## config.mk

```make
export PLATFORM = sky130hd
export DESIGN_NAME = vpc_chopper_ctrl
export DESIGN_NICKNAME = d
export VERILOG_FILES = /design/src/vpc_pkg.sv /design/src/vpc_pwm_timer.sv /design/src/vpc_blank_timer.sv /design/src/vpc_chopper_ctrl.sv
export SDC_FILE = /design/constraint.sdc
export NUM_CORES = 1
export LEC_CHECK = 0
export ABC_AREA = 1
export BUFFER_PORTS_ARGS = -buffer_cell sky130_fd_sc_hd__buf_2
export CORE_MARGIN = 2
export CORE_UTILIZATION = 40
export CTS_BUF_LIST = sky130_fd_sc_hd__clkbuf_16
export DETAILED_ROUTE_END_ITERATION = 7
export SYNTH_ARGS = -nofsm -noshare
export SYNTH_HDL_FRONTEND = slang
export SYNTH_HIERARCHICAL = 1
export SYNTH_SLANG_ARGS = --single-unit
```

## constraint.sdc

```tcl
create_clock -name ref_clk_in -period 10.23 [get_ports ref_clk_in]
set_clock_uncertainty 0.2 [all_clocks]
set_input_delay 2.046 -clock ref_clk_in [delete_from_list [all_inputs] [get_ports ref_clk_in]]
set_output_delay 2.046 -clock ref_clk_in [all_outputs]
set_load 0.02 [all_outputs]
```

## src/vpc_pkg.sv

```systemverilog
// vpc_pkg: shared constants of the voltage pwm chopper control block
// assumes: a single 200 MHz system clock domain
package vpc_pkg;
    // ----------------------------------------
    // widths
    // ----------------------------------------
    localparam int          THR_W         = 20;
    localparam int          CORR_W        = 9;
    // ----------------------------------------
    // reset and limit values
    // ----------------------------------------
    localparam logic [19:0] STEP_CNT_MAX  = 20'hFFFFF;
    localparam logic [3:0]  LIM_RESET     = 4'hC;
    localparam logic [3:0]  LIM_LOW_FILL  = 4'hF;
    localparam logic [7:0]  SCALE_MAX     = 8'hFF;
    localparam logic [7:0]  GRAD_RESET    = 8'h0E;
    localparam logic [7:0]  OFS_RESET     = 8'h24;
    localparam logic [9:0]  CORR2_MAX     = 10'h1FE;
    localparam logic [9:0]  CORR2_MIN     = 10'h202;
    // ----------------------------------------
    // pwm period in half clock units, indexed by frequency select
    // ----------------------------------------
    localparam logic [10:0] PWM_DIV_0     = 11'h400;
    localparam logic [10:0] PWM_DIV_1     = 11'h2AB;
    localparam logic [10:0] PWM_DIV_2     = 11'h200;
    localparam logic [10:0] PWM_DIV_3     = 11'h19A;
    localparam logic [10:0] PWM_ACC_STEP  = 11'h002;
    // ----------------------------------------
    // blank time: base plus step per select code, in clock cycles
    // ----------------------------------------
    localparam logic [5:0]  BLANK_BASE    = 6'h10;
    localparam logic [5:0]  BLANK_STEP    = 6'h08;
    // ----------------------------------------
    // standstill codes
    // ----------------------------------------
    localparam logic [1:0]  SS_NORMAL     = 2'h0;
    localparam logic [1:0]  SS_STANDSTILL_OPTION  = 2'h1;
    localparam logic [1:0]  SS_SHORT_LS   = 2'h2;
    localparam logic [1:0]  SS_SHORT_HS   = 2'h3;
    // ----------------------------------------
    // timing
    // ----------------------------------------
    localparam int          CLK_MHZ       = 200;
    localparam int          PD_TICK_US    = 1000;
    localparam int          PD_TICK_CYC   = PD_TICK_US * CLK_MHZ;
    localparam logic [2:0]  OL_FULLSTEPS  = 3'h4;
    typedef enum logic [1:0] {
        VPC_VOLT = 2'b01,
        VPC_CURR = 2'b10
    } vpc_mode_t;
endpackage

```

## src/vpc_pwm_timer.sv

```systemverilog
// vpc_pwm_timer: chopper period generator with fractional period support
// assumes: select is stable apart from changes taken at a period boundary
`timescale 1ns/1ps
module vpc_pwm_timer
    import vpc_pkg::*;
(
    input  wire logic       ref_clk_in,
    input  wire logic       rst_in,
    input  wire logic [1:0] pwm_frequency_select_in,
    output logic            boundary_out,
    output logic            chopper_out
);
    logic [10:0] acc_q;
    logic [10:0] div_q;
    logic [10:0] div_d;
    logic        tog_q;

    // counting by two in half-clock units makes 683/2 exact on average
    always_comb
    begin
        div_d = PWM_DIV_0;
        case (pwm_frequency_select_in)
            2'h1: div_d = PWM_DIV_1;
            2'h2: div_d = PWM_DIV_2;
            2'h3: div_d = PWM_DIV_3;
            default: div_d = PWM_DIV_0;
        endcase
    end

    assign boundary_out = (acc_q + PWM_ACC_STEP) >= div_q;

    always_ff @(posedge ref_clk_in or posedge rst_in)
    begin
        if (rst_in)
        begin
            acc_q <= 11'h000;
            div_q <= PWM_DIV_0;
        end
        else if (boundary_out)
        begin
            acc_q <= acc_q + PWM_ACC_STEP - div_q;
            div_q <= div_d;
        end
        else
        begin
            acc_q <= acc_q + PWM_ACC_STEP;
        end
    end

    always_ff @(posedge ref_clk_in or posedge rst_in)
    begin
        if (rst_in)
            tog_q <= 1'b0;
        else if (boundary_out)
            tog_q <= ~tog_q;
    end

    assign chopper_out = tog_q;
endmodule // vpc_pwm_timer

```

## src/vpc_blank_timer.sv

```systemverilog
// vpc_blank_timer: masks the current comparator after each switching event
// assumes: trigger is a one-cycle pulse in the system clock domain
`timescale 1ns/1ps
module vpc_blank_timer
    import vpc_pkg::*;
(
    input  wire logic       ref_clk_in,
    input  wire logic       rst_in,
    input  wire logic       trigger_in,
    input  wire logic [1:0] blank_time_select_in,
    output logic            blank_out
);
    logic [5:0] cnt_q;

    always_ff @(posedge ref_clk_in or posedge rst_in)
    begin
        if (rst_in)
            cnt_q <= 6'h00;
        else if (trigger_in)
            cnt_q <= BLANK_BASE + BLANK_STEP * {4'h0, blank_time_select_in};
        else if (cnt_q != 6'h00)
            cnt_q <= cnt_q - 6'h01;
    end

    assign blank_out = cnt_q != 6'h00;
endmodule // vpc_blank_timer

```

## src/vpc_chopper_ctrl.sv

```systemverilog
// vpc_chopper_ctrl: mode selection, amplitude scaling and status of a
// voltage pwm stepper chopper
// assumes: step and spread come from pins; all other inputs are synchronous
`timescale 1ns/1ps
module vpc_chopper_ctrl
    import vpc_pkg::*;
#(
    parameter int          PD_TICK    = PD_TICK_CYC,
    parameter logic [7:0]  GRAD_INIT  = GRAD_RESET
)
(
    input  wire logic              ref_clk_in,
    input  wire logic              rst_in,
    input  wire logic              global_spread_cfg_in,
    input  wire logic              spread_pin_in,
    input  wire logic              step_pin_in,
    input  wire logic              fullstep_in,
    input  wire logic [THR_W-1:0]  mode_switch_threshold_in,
    input  wire logic [3:0]        amplitude_limit_in,
    input  wire logic              autoscale_in,
    input  wire logic              autograd_in,
    input  wire logic [1:0]        pwm_frequency_select_in,
    input  wire logic [3:0]        regulation_gradient_in,
    input  wire logic [7:0]        amplitude_offset_in,
    input  wire logic [7:0]        amplitude_gradient_in,
    input  wire logic [1:0]        standstill_option_in,
    input  wire logic [4:0]        hold_current_in,
    input  wire logic [4:0]        current_setting_in,
    input  wire logic              target_current_zero_in,
    input  wire logic [7:0]        power_down_delay_in,
    input  wire logic [3:0]        hold_ramp_delay_in,
    input  wire logic [3:0]        off_time_setting_in,
    input  wire logic [1:0]        blank_time_select_in,
    input  wire logic [1:0]        coil_below_target_in,
    input  wire logic [1:0]        coil_interrupted_in,
    output logic                   current_mode_out,
    output logic                   driver_enable_out,
    output logic                   chopper_out,
    output logic                   blank_out,
    output logic [1:0]             standstill_out,
    output logic                   open_load_coil_a_out,
    output logic                   open_load_coil_b_out,
    output logic [CORR_W-1:0]      scale_correction_out,
    output logic [7:0]             tuned_gradient_readback_out,
    output logic [7:0]             tuned_offset_readback_out,
    output logic [7:0]             scale_sum_out,
    output logic [7:0]             pwm_amplitude_out,
    output logic [THR_W-1:0]       step_interval_count_out
);

    // ----------------------------------------
    // pin synchronisers
    // ----------------------------------------
    logic [1:0] spread_sync_q;
    logic [2:0] step_sync_q;
    logic       step_evt;

    always_ff @(posedge ref_clk_in or posedge rst_in)
    begin
        if (rst_in)
        begin
            spread_sync_q <= 2'b00;
            step_sync_q   <= 3'b000;
        end
        else
        begin
            spread_sync_q <= {spread_sync_q[0], spread_pin_in};
            step_sync_q   <= {step_sync_q[1:0], step_pin_in};
        end
    end

    assign step_evt = step_sync_q[1] & ~step_sync_q[2];

    // ----------------------------------------
    // chopper timing
    // ----------------------------------------
    logic boundary;

    vpc_pwm_timer u_pwm (
        .ref_clk_in              (ref_clk_in),
        .rst_in                  (rst_in),
        .pwm_frequency_select_in (pwm_frequency_select_in),
        .boundary_out            (boundary),
        .chopper_out             (chopper_out)
    );

    vpc_blank_timer u_blank (
        .ref_clk_in           (ref_clk_in),
        .rst_in               (rst_in),
        .trigger_in           (boundary),
        .blank_time_select_in (blank_time_select_in),
        .blank_out            (blank_out)
    );

    // ----------------------------------------
    // step interval measurement
    // ----------------------------------------
    logic [THR_W-1:0] since_step_q;
    logic [THR_W-1:0] interval_q;

    always_ff @(posedge ref_clk_in or posedge rst_in)
    begin
        if (rst_in)
        begin
            since_step_q <= STEP_CNT_MAX;
            interval_q   <= STEP_CNT_MAX;
        end
        else if (step_evt)
        begin
            interval_q   <= since_step_q;
            since_step_q <= 20'h00001;
        end
        else if (since_step_q != STEP_CNT_MAX)
        begin
            since_step_q <= since_step_q + 20'h00001;
            // a stopped motor must not keep an old fast interval
            if (since_step_q >= interval_q)
                interval_q <= since_step_q + 20'h00001;
        end
    end

    assign step_interval_count_out = interval_q;

    // ----------------------------------------
    // shadowed settings, changed only at a period boundary
    // ----------------------------------------
    logic [3:0] lim_q;
    logic [1:0] ss_opt_q;
    logic [3:0] off_time_setting_q;

    always_ff @(posedge ref_clk_in or posedge rst_in)
    begin
        if (rst_in)
        begin
            lim_q    <= LIM_RESET;
            ss_opt_q <= SS_NORMAL;
            off_time_setting_q   <= 4'h0;
        end
        else if (boundary)
        begin
            lim_q    <= amplitude_limit_in;
            ss_opt_q <= standstill_option_in;
            off_time_setting_q   <= off_time_setting_in;
        end
    end

    assign driver_enable_out = off_time_setting_q != 4'h0;

    // ----------------------------------------
    // chopper mode select
    // ----------------------------------------
    vpc_mode_t mode_q;
    vpc_mode_t mode_d;
    logic      fast;

    assign fast = (mode_switch_threshold_in != 20'h00000)
                  && (interval_q < mode_switch_threshold_in);

    always_comb
    begin
        if ((global_spread_cfg_in ^ spread_sync_q[1]) | fast)
            mode_d = VPC_CURR;
        else
            mode_d = VPC_VOLT;
    end

    always_ff @(posedge ref_clk_in or posedge rst_in)
    begin
        if (rst_in)
            mode_q <= VPC_VOLT;
        else if (boundary)
            mode_q <= mode_d;
    end

    assign current_mode_out = mode_q == VPC_CURR;

    // ----------------------------------------
    // current regulator, correction held at twice its value
    // ----------------------------------------
    logic [9:0]  corr2_q;
    logic [9:0]  corr2_d;
    logic        reg_run;
    logic        below;

    assign below   = |coil_below_target_in;
    assign reg_run = fullstep_in && autoscale_in && (mode_q == VPC_VOLT)
                     && !target_current_zero_in;

    always_comb
    begin
        corr2_d = corr2_q;
        if (below)
        begin
            corr2_d = corr2_q + {6'h00, regulation_gradient_in};
            if ($signed(corr2_d) > $signed(CORR2_MAX) || $signed(corr2_d) < $signed(corr2_q))
                corr2_d = CORR2_MAX;
        end
        else
        begin
            corr2_d = corr2_q - {6'h00, regulation_gradient_in};
            if ($signed(corr2_d) < $signed(CORR2_MIN) || $signed(corr2_d) > $signed(corr2_q))
                corr2_d = CORR2_MIN;
        end
    end

    always_ff @(posedge ref_clk_in or posedge rst_in)
    begin
        if (rst_in)
            corr2_q <= 10'h000;
        else if (reg_run)
            corr2_q <= corr2_d;
    end

    assign scale_correction_out = corr2_q[9:1];

    // ----------------------------------------
    // automatic tuning of gradient and offset
    // ----------------------------------------
    logic [7:0] tgrad_q;
    logic [7:0] tofs_q;
    logic       still;

    assign still = interval_q == STEP_CNT_MAX;

    always_ff @(posedge ref_clk_in or posedge rst_in)
    begin
        if (rst_in)
            tgrad_q <= GRAD_INIT;
        else if (!autograd_in)
            tgrad_q <= amplitude_gradient_in;
        else if (reg_run && !still)
        begin
            if (!corr2_q[9] && corr2_q != 10'h000 && tgrad_q != SCALE_MAX)
                tgrad_q <= tgrad_q + 8'h01;
            else if (corr2_q[9] && tgrad_q != 8'h00)
                tgrad_q <= tgrad_q - 8'h01;
        end
    end

    always_ff @(posedge ref_clk_in or posedge rst_in)
    begin
        if (rst_in)
            tofs_q <= OFS_RESET;
        else if (!autoscale_in)
            tofs_q <= amplitude_offset_in;
        else if (reg_run && still)
        begin
            if (!corr2_q[9] && corr2_q != 10'h000 && tofs_q != SCALE_MAX)
                tofs_q <= tofs_q + 8'h01;
            else if (corr2_q[9] && tofs_q != 8'h00)
                tofs_q <= tofs_q - 8'h01;
        end
    end

    assign tuned_gradient_readback_out = tgrad_q;
    assign tuned_offset_readback_out   = tofs_q;

    // ----------------------------------------
    // amplitude: offset + gradient * 256 / interval, approximated by shift
    // ----------------------------------------
    logic [4:0]  msb_pos;
    logic [15:0] vel_term;
    logic [10:0] sum_raw;
    logic [7:0]  sum_q;
    logic [7:0]  ofs_sel;
    logic [7:0]  grad_sel;
    logic [12:0] cur_scaled;
    logic [7:0]  amp_d;
    logic [7:0]  lim_full;
    logic        lim_act_q;

    always_comb
    begin
        msb_pos = 5'h00;
        for (int i = 0; i < THR_W; i++)
            if (interval_q[i])
                msb_pos = 5'(i);
    end

    assign ofs_sel  = autoscale_in ? tofs_q : amplitude_offset_in;
    assign grad_sel = autoscale_in ? tgrad_q : amplitude_gradient_in;
    assign vel_term = {grad_sel, 8'h00} >> msb_pos;

    always_comb
    begin
        sum_raw = {3'h0, ofs_sel} + {3'h0, vel_term[7:0]}
                  + ((vel_term[15:8] != 8'h00) ? 11'h100 : 11'h000);
        if (autoscale_in)
            sum_raw = sum_raw + {{2{corr2_q[9]}}, corr2_q[9:1]};
        if (sum_raw[10])
            sum_raw = 11'h000;
        else if (sum_raw[9:8] != 2'h0)
            sum_raw = {3'h0, SCALE_MAX};
    end

    always_ff @(posedge ref_clk_in or posedge rst_in)
    begin
        if (rst_in)
            sum_q <= 8'h00;
        else if (mode_q == VPC_VOLT)
            sum_q <= sum_raw[7:0];
    end

    assign scale_sum_out = sum_q;
    assign lim_full      = {lim_q, LIM_LOW_FILL};

    // zero offset skips current-setting scaling so forward mode stays linear
    assign cur_scaled = {5'h00, sum_q} * ({8'h00, current_setting_in} + 13'h0001);

    always_comb
    begin
        amp_d = (amplitude_offset_in == 8'h00) ? sum_q : cur_scaled[12:5];
        if (lim_act_q && amp_d > lim_full)
            amp_d = lim_full;
    end

    always_ff @(posedge ref_clk_in or posedge rst_in)
    begin
        if (rst_in)
            lim_act_q <= 1'b0;
        else if (boundary && mode_q == VPC_CURR && mode_d == VPC_VOLT)
            lim_act_q <= 1'b1;
        else if (fullstep_in)
            lim_act_q <= 1'b0;
    end

    always_ff @(posedge ref_clk_in or posedge rst_in)
    begin
        if (rst_in)
            pwm_amplitude_out <= 8'h00;
        else
            pwm_amplitude_out <= amp_d;
    end

    // ----------------------------------------
    // standstill option after power-down and ramp delays
    // ----------------------------------------
    logic [$clog2(PD_TICK+1)-1:0] tick_q;
    logic [9:0]                   idle_q;
    logic                         ss_ready;

    always_ff @(posedge ref_clk_in or posedge rst_in)
    begin
        if (rst_in)
        begin
            tick_q <= '0;
            idle_q <= 10'h000;
        end
        else if (step_evt)
        begin
            tick_q <= '0;
            idle_q <= 10'h000;
        end
        else if (tick_q == ($clog2(PD_TICK+1))'(PD_TICK - 1))
        begin
            tick_q <= '0;
            if (idle_q != 10'h3FF)
                idle_q <= idle_q + 10'h001;
        end
        else
            tick_q <= tick_q + ($clog2(PD_TICK+1))'(1);
    end

    assign ss_ready = idle_q >= ({2'h0, power_down_delay_in}
                      + {6'h00, hold_ramp_delay_in} + 10'h001);

    always_ff @(posedge ref_clk_in or posedge rst_in)
    begin
        if (rst_in)
            standstill_out <= SS_NORMAL;
        else if (hold_current_in == 5'h00 && mode_q == VPC_VOLT && ss_ready)
            standstill_out <= ss_opt_q;
        else
            standstill_out <= SS_NORMAL;
    end

    // ----------------------------------------
    // open-load detection per coil
    // ----------------------------------------
    logic [1:0] ol_flag;

    for (genvar c = 0; c < 2; c++)
    begin : g_coil
        logic [2:0] miss_q;
        always_ff @(posedge ref_clk_in or posedge rst_in)
        begin
            if (rst_in)
                miss_q <= 3'h0;
            else if (fullstep_in && mode_q == VPC_VOLT)
            begin
                if (!coil_below_target_in[c])
                    miss_q <= 3'h0;
                else if (miss_q != OL_FULLSTEPS)
                    miss_q <= miss_q + 3'h1;
            end
        end
        assign ol_flag[c] = coil_interrupted_in[c]
                            || (mode_q == VPC_VOLT && miss_q == OL_FULLSTEPS);
    end

    assign open_load_coil_a_out = ol_flag[0];
    assign open_load_coil_b_out = ol_flag[1];
endmodule // vpc_chopper_ctrl

```

==> summary.txt, run 1 <==
Timing
  • F_max: 0.139 GHz
  • Final Setup Violations: 0
  • Unrepaired setup endpoints after global routing: false
  • Final slew viol count: 0
  • Hold WS: 0.152 ns
  • Hold Violations, Final: 0
  • Actual slew at the worst max-slew pin: 1.03 ns
  • Tcrit/Tclk final: 70.4%
  • Slew margin rel.: 30.6%
  • Setup_tns: 0 ns
  • Final min period: 7.20 ns

Floorplan
  • DIE WIDTH: 192 µm
  • Rows: 68
  • Die ar.: 0.0368 mm²
  • Initial Util: 40.7%
  • Core ar.: 0.0346 mm²
  • IO Count: 158
  • Die height: 192 µm

Clocking
  • H-Tree Depth: 4
  • Worst-path clk slew: 0.07 ns
  • Clock Latency Late Sink: 0.45 ns
  • Post-CTS Setup Bufs: 0
  • Hold-fix buffer count after cts: 0
  • Max clock buf depth: 2
  • Root Driver: clkbuf_16
  • CTS buffer count: 17
  • CTS tree: done
  • CTS Sinks: 159
  • PostCTS Resize Cnt: 0

Flow run
  • Max Cap Viol: 0

Global routing
  • Vias in the first global route: 12400
  • Largest net degree at the start of global routing: 82
  • First-pass GRT wire length: 60500 µm
  • Busiest grt layer: met2
  • Met2 Resource Use GR: 33.7%
  • Antenna violations before repair: 0
  • Grt ovf: 0
  • Met3 GRT Util: 3.45%
  • M1 GR Usage: 27.7%
  • Total track usage: 20.6%

Power
  • Internal power: 1.33 mW
  • Clock network fraction of total power: 29.5%
  • Sw Pwr: 837 µW
  • Comb power frac: 35.9%
  • Static leakage: 8.30 nW
  • Power Density: 136 mW/mm²
  • Switching share of power: 38.6%
  • Peak VDD IR: 134 µV
  • Sequential Power Share: 34.7%

Synth
  • YS warnings: 6
  • Netlist cell types: 64
  • Yosys reg bits: 159
  • Ys async rst share: 100%
  • Post-Syn Area: 0.0141 mm²
  • Synth Flop Type: dfrtp_1
  • Number of flops mapped to enable cells by yosys: 0
  • Syn_area_per_cell: 7.39 µm²
  • Post-synthesis sequential area ratio: 28.6%
  • Post-synthesis net count: 2177
  • Synthesized netlist cell count: 1909

Critical path
  • Critical path class: in -> reg
  • CP required: 10.34 ns
  • Critical-path top delay cell: fa_1
  • Slowest Stage Delay on Critical Path: 0.56 ns
  • Cell mode on critical path: nand2_1
  • CP Capture Type: flip-flop
  • CP max FO: 12
  • CP arrival: 7.31 ns
  • Startpoint types: input pin

Placement
  • PortBufs: 157
  • DP HPWL: 29100 µm
  • Routability cong.: 0.900

Detailed routing
  • WL per Instance: 14.4 µm
  • ANT nets after route: 0
  • Via Count: 12615
  • Iteration-0 DRC Markers: 602
  • Wirelength, routed: 36400 µm
  • Remaining design rule violation count: 0
  • Via density: 5.01
  • Drt first pass iters: 5

Min path
  • Worst min path class: reg -> reg

Finish
  • Nets@finish: 2317
  • Layout Area Growth over Synthesis: 12.5%
  • Fraction of layout cells with a size suffix above 1: 17.6%

Run status
  • Status: complete, no violations
-- cell type report --
type                       count  area, µm²
sequential                   159       4040
tap                          455        569
clock inverter                15        146
timing repair buffer         164        838
clock buffer                  17        425
fill                        3516      18800
antenna                        1       2.50
multi-input combinational   1359       8530
inverter                     348       1310
-- cell usage in the layout, fill, tap and decap left out, drive strengths merged, types with 7 or more instances in the layout --
master,n
nand3,111
o21ai,159
inv,355
buf,164
clkinv,8
xor2,36
nor3,30
nor2,184
a31oi,21
a211oi,7
xnor2,26
clkbuf,17
dfrtp,110
or2,8
dfstp,49
a22oi,9
nor4,19
nand4,27
ha,148
a21oi,99
nand2,377
fa,31
o21a,10
-- through the flow --
stage	std cells	setup slack (ns)	power, mW	instance area, µm²	utilization, %
2_1_floorplan	1909	3.13	1.34	14100	-
4_1_cts	2517	3.04	2.19	15900	45.8
3_3_place_gp	2485	2.70	1.53	15300	44.2
6_report	2518	3.03	2.17	15900	45.8
3_5_place_dp	2485	2.57	1.54	15300	44.2
5_1_grt	2517	2.45	2.34	15900	45.8
-- power by group through the flow --
stage          Combinational [mW]  Clock, mW  Sequential, mW
4_1_cts                     0.784      0.659           0.751
6_report                    0.777      0.638           0.751
5_1_grt                     0.901      0.682           0.757
3_5_place_dp                0.779          0           0.763
3_3_place_gp                0.765          0           0.762
2_1_floorplan               0.545          0           0.791
-- routing by layer --
layer | wire length [µm] | share of wire [%]
met5 | 0 | 0
met4 | 803 | 2.2
met3 | 1790 | 4.9
met2 | 16400 | 45
met1 | 17400 | 48
-- synth_stat cells (5+ instances only) --
master	count	share of area, %
buf_4	9	0.48
dfstp_2	49	9.1
inv_1	307	8.2
o21ai_0	121	4.3
nand2_1	344	9.2
dfrtp_1	110	20
a21oi_1	98	3.5
nor2_2	13	0.58
inv_2	36	0.96
nor3_1	26	0.92
xor2_1	36	2.2
a22oi_1	9	0.48
o221ai_1	6	0.37
xnor2_1	26	1.6
ha_1	148	13
nand2_2	26	1.2
clkinv_1	5	0.13
nand3_1	105	3.7
o21a_1	10	0.53
a211oi_1	7	0.37
a21boi_0	5	0.27
o21ai_1	25	0.89
fa_1	31	4.4
clkbuf_1	26	0.69
nor2_1	169	4.5
o21ai_2	13	0.81
nand2_4	7	0.56
nor4_1	19	0.84
nand4_1	27	1.2
and2_1	5	0.22
a31oi_1	21	0.93
o21bai_1	6	0.32
or2_2	6	0.27
-- cells by family after synthesis --
kind of cell / Yosys count / synth area share (%)
adders and majority gates: 179 / 17.5
xor gates and xnor gates: 62 / 3.85
AOI/OAI and AO/OA: 346 / 14.3
muxes: 2 / 0.142
buffers and inverters: 391 / 10.9
and+or+nand+nor: 770 / 24.7
DFF: 159 / 28.6
-- worst max-delay path: cells and delay by family --
| kind | cells | cell delay (ns) |
|---|---|---|
| AO/OA/AOI/OAI | 7 | 1.30 |
| XOR/XNOR | 2 | 0.49 |
| adder cells (fa/ha/maj) | 6 | 2.14 |
| buffers and inverters | 4 | 0.27 |
| AND/OR/NAND/NOR | 12 | 1.09 |
-- sequential cells by signal (all words and copies together) (netlist names), 5 cells and up --
register,count
idle_q,10
tick_q,18
since_step_q,20
tuned_gradient_readback_out,8
corr2_q,10
u_pwm/div_q,5
u_blank/cnt_q,6
u_pwm/acc_q,11
pwm_amplitude_out,8
step_interval_count_out,20
tuned_offset_readback_out,8
g_coil.miss_q,6
scale_sum_out,8
-- path summary, 6_finish.rpt --
check,end,cells past startpoint,startpoint,slack [ns]
min in group asynchronous,u_blank/cnt_q[4],2,rst_in,1.36
worst max register to register,scale_sum_out[2],47,step_interval_count_out[2],4.51
max in group asynchronous,corr2_q[0],3,rst_in,7.08
worst min-delay path,spread_sync_q[1],0,spread_sync_q[0],0.15
worst min register to register,spread_sync_q[1],0,spread_sync_q[0],0.15
worst max-delay path,pwm_amplitude_out[6],31,current_setting_in[0],3.03
(Power assumes the default switching activity.)
==> run 2, diff against run 1 <==
Settings changed: ABC_AREA 1 to 0.
Clock period 10.23 ns to 7.2 ns, I/O delays scaled along.
==> run 2 against run 1 <==
Effect of this change: critical path depth is 8 lower; sequential cell count did not move; design area barely moved; largest cell class unchanged; first-iteration DRC count increased by 20%; utilization rose by 0.10 points; area after synthesis shrank 0.39%; critical endpoint unchanged; clock-buffer cell count is the same; routed wire length rose by 3.3%; clock power is 41% higher; non-clock buffer count is 7 higher; die area is 0.38% lower.
==> summary.txt, run 2 <==
Clocking
  • Max clock buf depth: 2 (unchanged)
  • CTS tree: done
  • PostCTS Resize Cnt: 0 (unchanged)
  • Clock Latency Late Sink: 0.44 ns (about the same)
  • Worst-path clk slew: 0.07 ns (about the same)
  • Hold-fix buffer count after cts: 0 (unchanged)
  • CTS buffer count: 17 (unchanged)
  • Root Driver: clkbuf_16
  • H-Tree Depth: 4 (unchanged)
  • CTS Sinks: 159 (unchanged)
  • Post-CTS Setup Bufs: 0 (unchanged)

Critical path
  • Cell depth of the worst setup path: 23 (-26%)
  • Startpoint types: input pin
  • Critical R2R Capture: scale_sum_out[1]
  • CP Capture Type: flip-flop
  • Slowest Stage Delay on Critical Path: 0.54 ns (-0.02 ns)
  • CP required: 7.33 ns (-3.01 ns)
  • CP cell instances: buf_2 > ha_1 > xor2_1 > buf_4 > and2_1 > fa_1 > inv_1 > fa_1 > fa_1 > inv_1 > ha_1 > inv_1 > o21bai_1 > a211oi_1 > o21ai_0 > a31oi_1 > xnor2_1 > a21oi_1 > ha_1 > nand4_1 > or4_1 > o21ba_2 > mux2_2
  • Slack of the worst reg-to-reg path: 0.68 ns (-3.83 ns)
  • CP endpoint: pwm_amplitude_out[6]
  • Worst r2r src: step_interval_count_out[5]
  • CP max FO: 7 (-5)
  • Buf+Inv Stages, Crit Path: 5 (+1)
  • CP arrival: 6.86 ns (-0.45 ns)
  • CP delay by family, top: adder cells
  • Worst Setup SP: current_setting_in[0]
  • Critical path class: in -> reg
  • Reg2Reg Depth: 23 (-51%)
  • Critical-path top delay cell: fa_1

Synth
  • Post-Syn Area: 0.0140 mm² (-0.39%)
  • Yosys top cell area share: 19.6% (+0.076 points)
  • Yosys reg bits: 159 (unchanged)
  • Netlist cell types: 83 (+30%)
  • Synth area leaders: dfrtp_1 20%, ha_1 13%, dfstp_2 9.2%
  • Synth Flop Type: dfrtp_1
  • Top cells by count, synth: 148 x ha_1, 139 x inv_1, 130 x nand2_1
  • Most common cell in the netlist: ha_1
  • Yosys top cell by area: dfrtp_1
  • Number of flops mapped to enable cells by yosys: 0 (unchanged)
  • Ys async rst share: 100% (unchanged)
  • Post-synthesis sequential area ratio: 28.8% (+0.11 points)
  • YS warnings: 6 (unchanged)
  • Syn_area_per_cell: 8.80 µm² (+19%)
  • Synthesized netlist cell count: 1596 (-16%)
  • Post-synthesis net count: 1864 (-14%)

Flow run
  • Max Cap Viol: 0 (unchanged)

Placement
  • PortBufs: 157 (unchanged)
  • DP HPWL: 29200 µm (+0.12%)
  • Routability cong.: 0.882 (-1.9%)

Floorplan
  • Die ar.: 0.0366 mm² (-0.38%)
  • Die height: 191 µm (-0.19%)
  • DIE WIDTH: 191 µm (-0.19%)
  • Core ar.: 0.0345 mm² (-0.25%)
  • Rows: 68 (unchanged)
  • IO Count: 158 (unchanged)
  • Initial Util: 40.7% (-0.059 points)

Timing
  • Slew margin rel.: 24.5% (-6.1 points)
  • Tcrit/Tclk final: 93.5%
  • F_max: 0.149 GHz
  • Final min period: 6.73 ns
  • Final slew viol count: 0 (unchanged)
  • Actual slew at the worst max-slew pin: 1.12 ns (+0.0986 ns)
  • Final Setup Violations: 0 (unchanged)
  • Unrepaired setup endpoints after global routing: false
  • Setup_tns: 0 ns (unchanged)
  • Hold Violations, Final: 0 (unchanged)

Detailed routing
  • Via Count: 12073 (-4.3%)
  • Iteration-0 DRC Markers: 725 (+20%)
  • Wirelength, routed: 37600 µm (+3.3%)
  • WL per Instance: 17.0 µm (+18%)
  • Remaining design rule violation count: 0 (unchanged)
  • ANT nets after route: 0 (unchanged)
  • Drt first pass iters: 5 (unchanged)
  • Via density: 5.47 (+9.2%)

Global routing
  • Total track usage: 21.1% (+0.48 points)
  • Largest net degree at the start of global routing: 91 (+11%)
  • Vias in the first global route: 11977 (-3.4%)
  • Grt ovf: 0 (unchanged)
  • First-pass GRT wire length: 61200 µm (+1.2%)
  • Antenna violations before repair: 2 (+2)

Power
  • Static leakage: 7.48 nW (-9.8%)
  • Power Density: 372 mW/mm² (+170%)
  • Peak VDD IR: 329 µV (+150%)
  • Final Power: 5.89 mW (+170%)

Finish
  • Diodes inserted: 0 (-1)
  • Fillers: 3453 (-1.8%)
  • Layout Area Growth over Synthesis: 12.9%
  • Commonest non-fill, non-tap cell in the layout: buf_2
  • Most frequent cells in the layout: 157 x buf_2, 148 x ha_1, 138 x inv_1
  • Nets@finish: 2006 (-13%)
  • Fraction of layout cells with a size suffix above 1: 17.9% (+0.27 points)
  • Final core occ: 45.9% (+0.10 points)

Min path
  • Hold path depth: 0 (unchanged)
  • Worst min path class: reg -> reg

Run status
  • Status: complete, no violations
[run 2: cell families (layout without fill, tap and decap cells)]
| group | count (synthesis) | after routing | share of synthesized area [%] |
|---|---|---|---|
| fa+ha+maj | 179 | 179 | 17.6 |
| buf+inv | 189 | 344 | 5.33 |
| simple gates | 517 | 517 | 18.2 |
| flops | 159 | 159 | 28.8 |
| mux | 72 | 72 | 6.02 |
| compound gates | 353 | 353 | 16.1 |
| xor+xnor | 127 | 127 | 7.92 |
[run 2: area by class of cell]
class,count,area (µm²),area share (%)
multi-input combinational,1248,9270,58.4
sequential,159,4040,25.5
timing repair buffer,171,891,5.62
tap,455,569,3.59
inverter,141,534,3.37
clock buffer,17,425,2.68
clock inverter,15,136,0.860
[run 2: per-layer routing]
layer	vias up	GRT usage, %	part of all wire [%]
met5	-	0	0.064
met4	4	6.60	2.2
met3	44	3.82	4.9
met2	290	35.6	48
met1	5810	27.3	44
li1	5925	-	-
[run 2: worst min path at each step]
stage,to,slack (ns),from
after floorplan,spread_sync_q[1],0.13,spread_sync_q[0]
after global routing,spread_sync_q[1],0.17,spread_sync_q[0]
after global placement,step_sync_q[1],0.13,step_sync_q[0]
after CTS,spread_sync_q[1],0.15,spread_sync_q[0]
final,spread_sync_q[1],0.15,spread_sync_q[0]
after detailed placement,spread_sync_q[1],0.14,spread_sync_q[0]
[run 2: per-stage QoR]
step           setup slack, ns  std cells  hold slack, ns  instance area, µm²
6_report                 0.467       2206           0.151               15900
5_1_grt                  0.103       2206           0.168               15900
4_1_cts                  0.494       2206           0.154               15900
3_5_place_dp            0.0449       2174           0.139               15300
3_3_place_gp             0.135       2174           0.134               15300
2_1_floorplan            0.256       1596           0.131               14000
[run 2: where the power goes]
group          switching, mW  internal, mW  total (mW)
Clock                  0.420         0.480       0.900
Combinational           1.99          1.58        3.57
Sequential             0.271          1.16        1.43
==> run 3, diff against run 2 <==
Settings changed: CORE_MARGIN 2 to unset.
==> run 3 against run 2 <==
Effect of this change: combinational power about the same; non-clock buffer count up 4; die area decreased by 2.1%; maximum frequency decreased by 2.1%; sequential power is essentially flat; design area is 0.53% higher; global-route usage is 0.18 points higher; via count grew 0.31%; routed wire length about the same; utilization rose by 0.24 points; clock power grew 5.8%; critical path type is now reg -> reg; cell count rose by 0.23%; largest cell class unchanged.
==> summary.txt, run 3 (synthesis gave the netlist of run 2 again) <==
Power
  • Peak VDD IR: 317 µV (-3.8%)
  • Final Power: 5.98 mW (+1.5%)
  • Power Density: 375 mW/mm² (+0.95%)
  • Static leakage: 7.55 nW (+0.84%)

Timing
  • Final min period: 6.88 ns (+0.143 ns)
  • Slew margin rel.: 29.2% (+4.7 points)
  • Setup_tns: 0 ns (unchanged)
  • Actual slew at the worst max-slew pin: 1.05 ns (-0.0732 ns)
  • Final Setup Violations: 0 (unchanged)
  • Unrepaired setup endpoints after global routing: false
  • Hold Violations, Final: 0 (unchanged)
  • Hold WS: 0.151 ns (-0.000407 ns)
  • Final slew viol count: 0 (unchanged)
  • Tcrit/Tclk final: 95.5% (+2.0 points)
  • F_max: 0.145 GHz (-2.1%)

Global routing
  • Vias in the first global route: 12165 (+1.6%)
  • Total track usage: 21.3% (+0.18 points)
  • First-pass GRT wire length: 61100 µm (-0.17%)
  • Antenna violations before repair: 2 (unchanged)
  • Largest net degree at the start of global routing: 72 (-21%)
  • Grt ovf: 0 (unchanged)

Finish
  • Layout Area Growth over Synthesis: 13.5%
  • Fraction of layout cells with a size suffix above 1: 17.9% (+0.073 points)
  • Most frequent cells in the layout: 157 x buf_2, 148 x ha_1, 140 x inv_1
  • Fillers: 3393 (-1.7%)
  • Commonest non-fill, non-tap cell in the layout: buf_2
  • Post-route design area: 0.0159 mm² (+0.53%)
  • Final core occ: 46.2% (+0.24 points)
  • Nets@finish: 2010 (+0.20%)

Critical path
  • Reg2Reg Depth: 25 (+8.7%)
  • Slack of the worst reg-to-reg path: 0.32 ns (-0.36 ns)
  • CP arrival: 6.97 ns (+0.11 ns)
  • Startpoint types: flip-flop
  • Critical R2R Capture: scale_sum_out[1]
  • CP max FO: 8 (+1)
  • Worst r2r src: step_interval_count_out[2]
  • CP Capture Type: flip-flop
  • Critical path class: reg -> reg
  • CP required: 7.30 ns (-0.03 ns)

Clocking
  • CTS tree: done
  • Clock Latency Late Sink: 0.44 ns (about the same)
  • H-Tree Depth: 4 (unchanged)
  • Hold-fix buffer count after cts: 0 (unchanged)
  • CTS Sinks: 159 (unchanged)
  • Max clock buf depth: 2 (unchanged)
  • Root Driver: clkbuf_16
  • CTS buffer count: 17 (unchanged)
  • Worst-path clk slew: 0.07 ns (about the same)

Detailed routing
  • Via Count: 12111 (+0.31%)
  • Via density: 5.48 (about the same)
  • ANT nets after route: 0 (unchanged)
  • Iteration-0 DRC Markers: 753 (+3.9%)
  • Drt first pass iters: 6 (+1)
  • WL per Instance: 17.0 µm (-0.19%)
  • Remaining design rule violation count: 0 (unchanged)
  • Wirelength, routed: 37600 µm (about the same)

Flow run
  • Max Cap Viol: 0 (unchanged)

Floorplan
  • Die ar.: 0.0359 mm² (-2.1%)
  • Initial Util: 40.7% (unchanged)
  • IO Count: 158 (unchanged)
  • DIE WIDTH: 189 µm (-1.0%)
  • Rows: 68 (unchanged)
  • Die height: 189 µm (-1.0%)
  • Core ar.: 0.0345 mm² (unchanged)

Placement
  • Routability cong.: 0.881 (about the same)
  • PortBufs: 157 (unchanged)
  • Placed cell areas: 0.0153 mm² (+0.20%)
  • DP HPWL: 29400 µm (+0.66%)

Min path
  • Worst hold start: step_sync_q[0]
  • Hold path depth: 0 (unchanged)
  • Hold endpoint: step_sync_q[1]
  • Worst min path class: reg -> reg

Run status
  • Status: complete, no violations
==> run 3: cell types whose count changed in the layout (fill, tap and decap cells not counted), moves of 2 or more <==
cell,before,now
inv_1,138,140
buf_4,14,18
inv_4,0,2
clkbuf_16,17,19
clkinv_2,2,0
inv_6,5,2
clkinvlp_4,5,1
==> run 3: critical path, cell delays in order (launching register included) <==
cell and delay [ns]:
dfstp_2 0.62, nand2b_1 0.14, a221oi_2 0.07, o211a_1 0.31, nor2_2 0.28, mux4_1 0.68
a21o_1 0.21, nor2_1 0.09, a2111oi_0 0.10, buf_4 0.19, ha_1 0.22, fa_1 0.43
a211o_1 0.27, o211ai_1 0.11, a21boi_0 0.12, nor2_1 0.12, xnor2_1 0.17, ha_1 0.30
or2_2 0.30, a21oi_1 0.22, a31oi_1 0.13, mux2_2 0.29, nor2_1 0.07, o21a_1 0.27
a21oi_1 0.64, o22ai_1 0.15
==> run 3: timing repair <==
item,CTS,global route
resized for setup,0,1
buffers inserted,0,0
setup endpoints to repair,0,3
==> run 3: report_power, final <==
part	total, mW	internal, mW	switching [mW]
clock network	0.952	0.552	0.399
logic	3.60	1.59	2.02
registers	1.42	1.16	0.269
total	5.98	3.29	2.69
==> run 3: metal layers <==
layer	vias to the layer above	global-route usage, %	part of all wire (%)
li1	5942	-	-
met1	5859	26.7	45
met2	258	36.6	48
met3	50	3.84	4.7
met4	2	6.95	2.5
met5	-	0	0.027
==> run 3: worst max path at each step <==
stage | start | endpoint | slack, ns
finish | step_interval_count_out[2] | scale_sum_out[1] | 0.32
floorplan | current_setting_in[0] | pwm_amplitude_out[4] | 0.26
detailed placement | current_setting_in[0] | pwm_amplitude_out[6] | -0.009
CTS | step_interval_count_out[2] | scale_sum_out[1] | 0.42
global placement | current_setting_in[0] | pwm_amplitude_out[7] | 0.1
global route | step_interval_count_out[14] | scale_sum_out[1] | 0.03
==> run 3: area by class of cell <==
type / instances / area (µm²) / share of cell area, %
Clock buffer: 19 / 475 / 2.98
Timing Repair Buffer: 175 / 921 / 5.78
Sequential cell: 159 / 4040 / 25.3
Tap cell: 455 / 569 / 3.57
Multi-Input combinational cell: 1248 / 9270 / 58.1
Antenna cell: 1 / 2.50 / 0.0157
Clock inverter: 13 / 133 / 0.832
Inverter: 141 / 534 / 3.35
==> run 3: per-stage QoR <==
stage | setup slack (ns) | std cells
after floorplan | 0.256 | 1596
after global placement | 0.0996 | 2178
after detailed placement | -0.00937 | 2178
after CTS | 0.423 | 2210
after global routing | 0.0281 | 2211
final | 0.324 | 2211
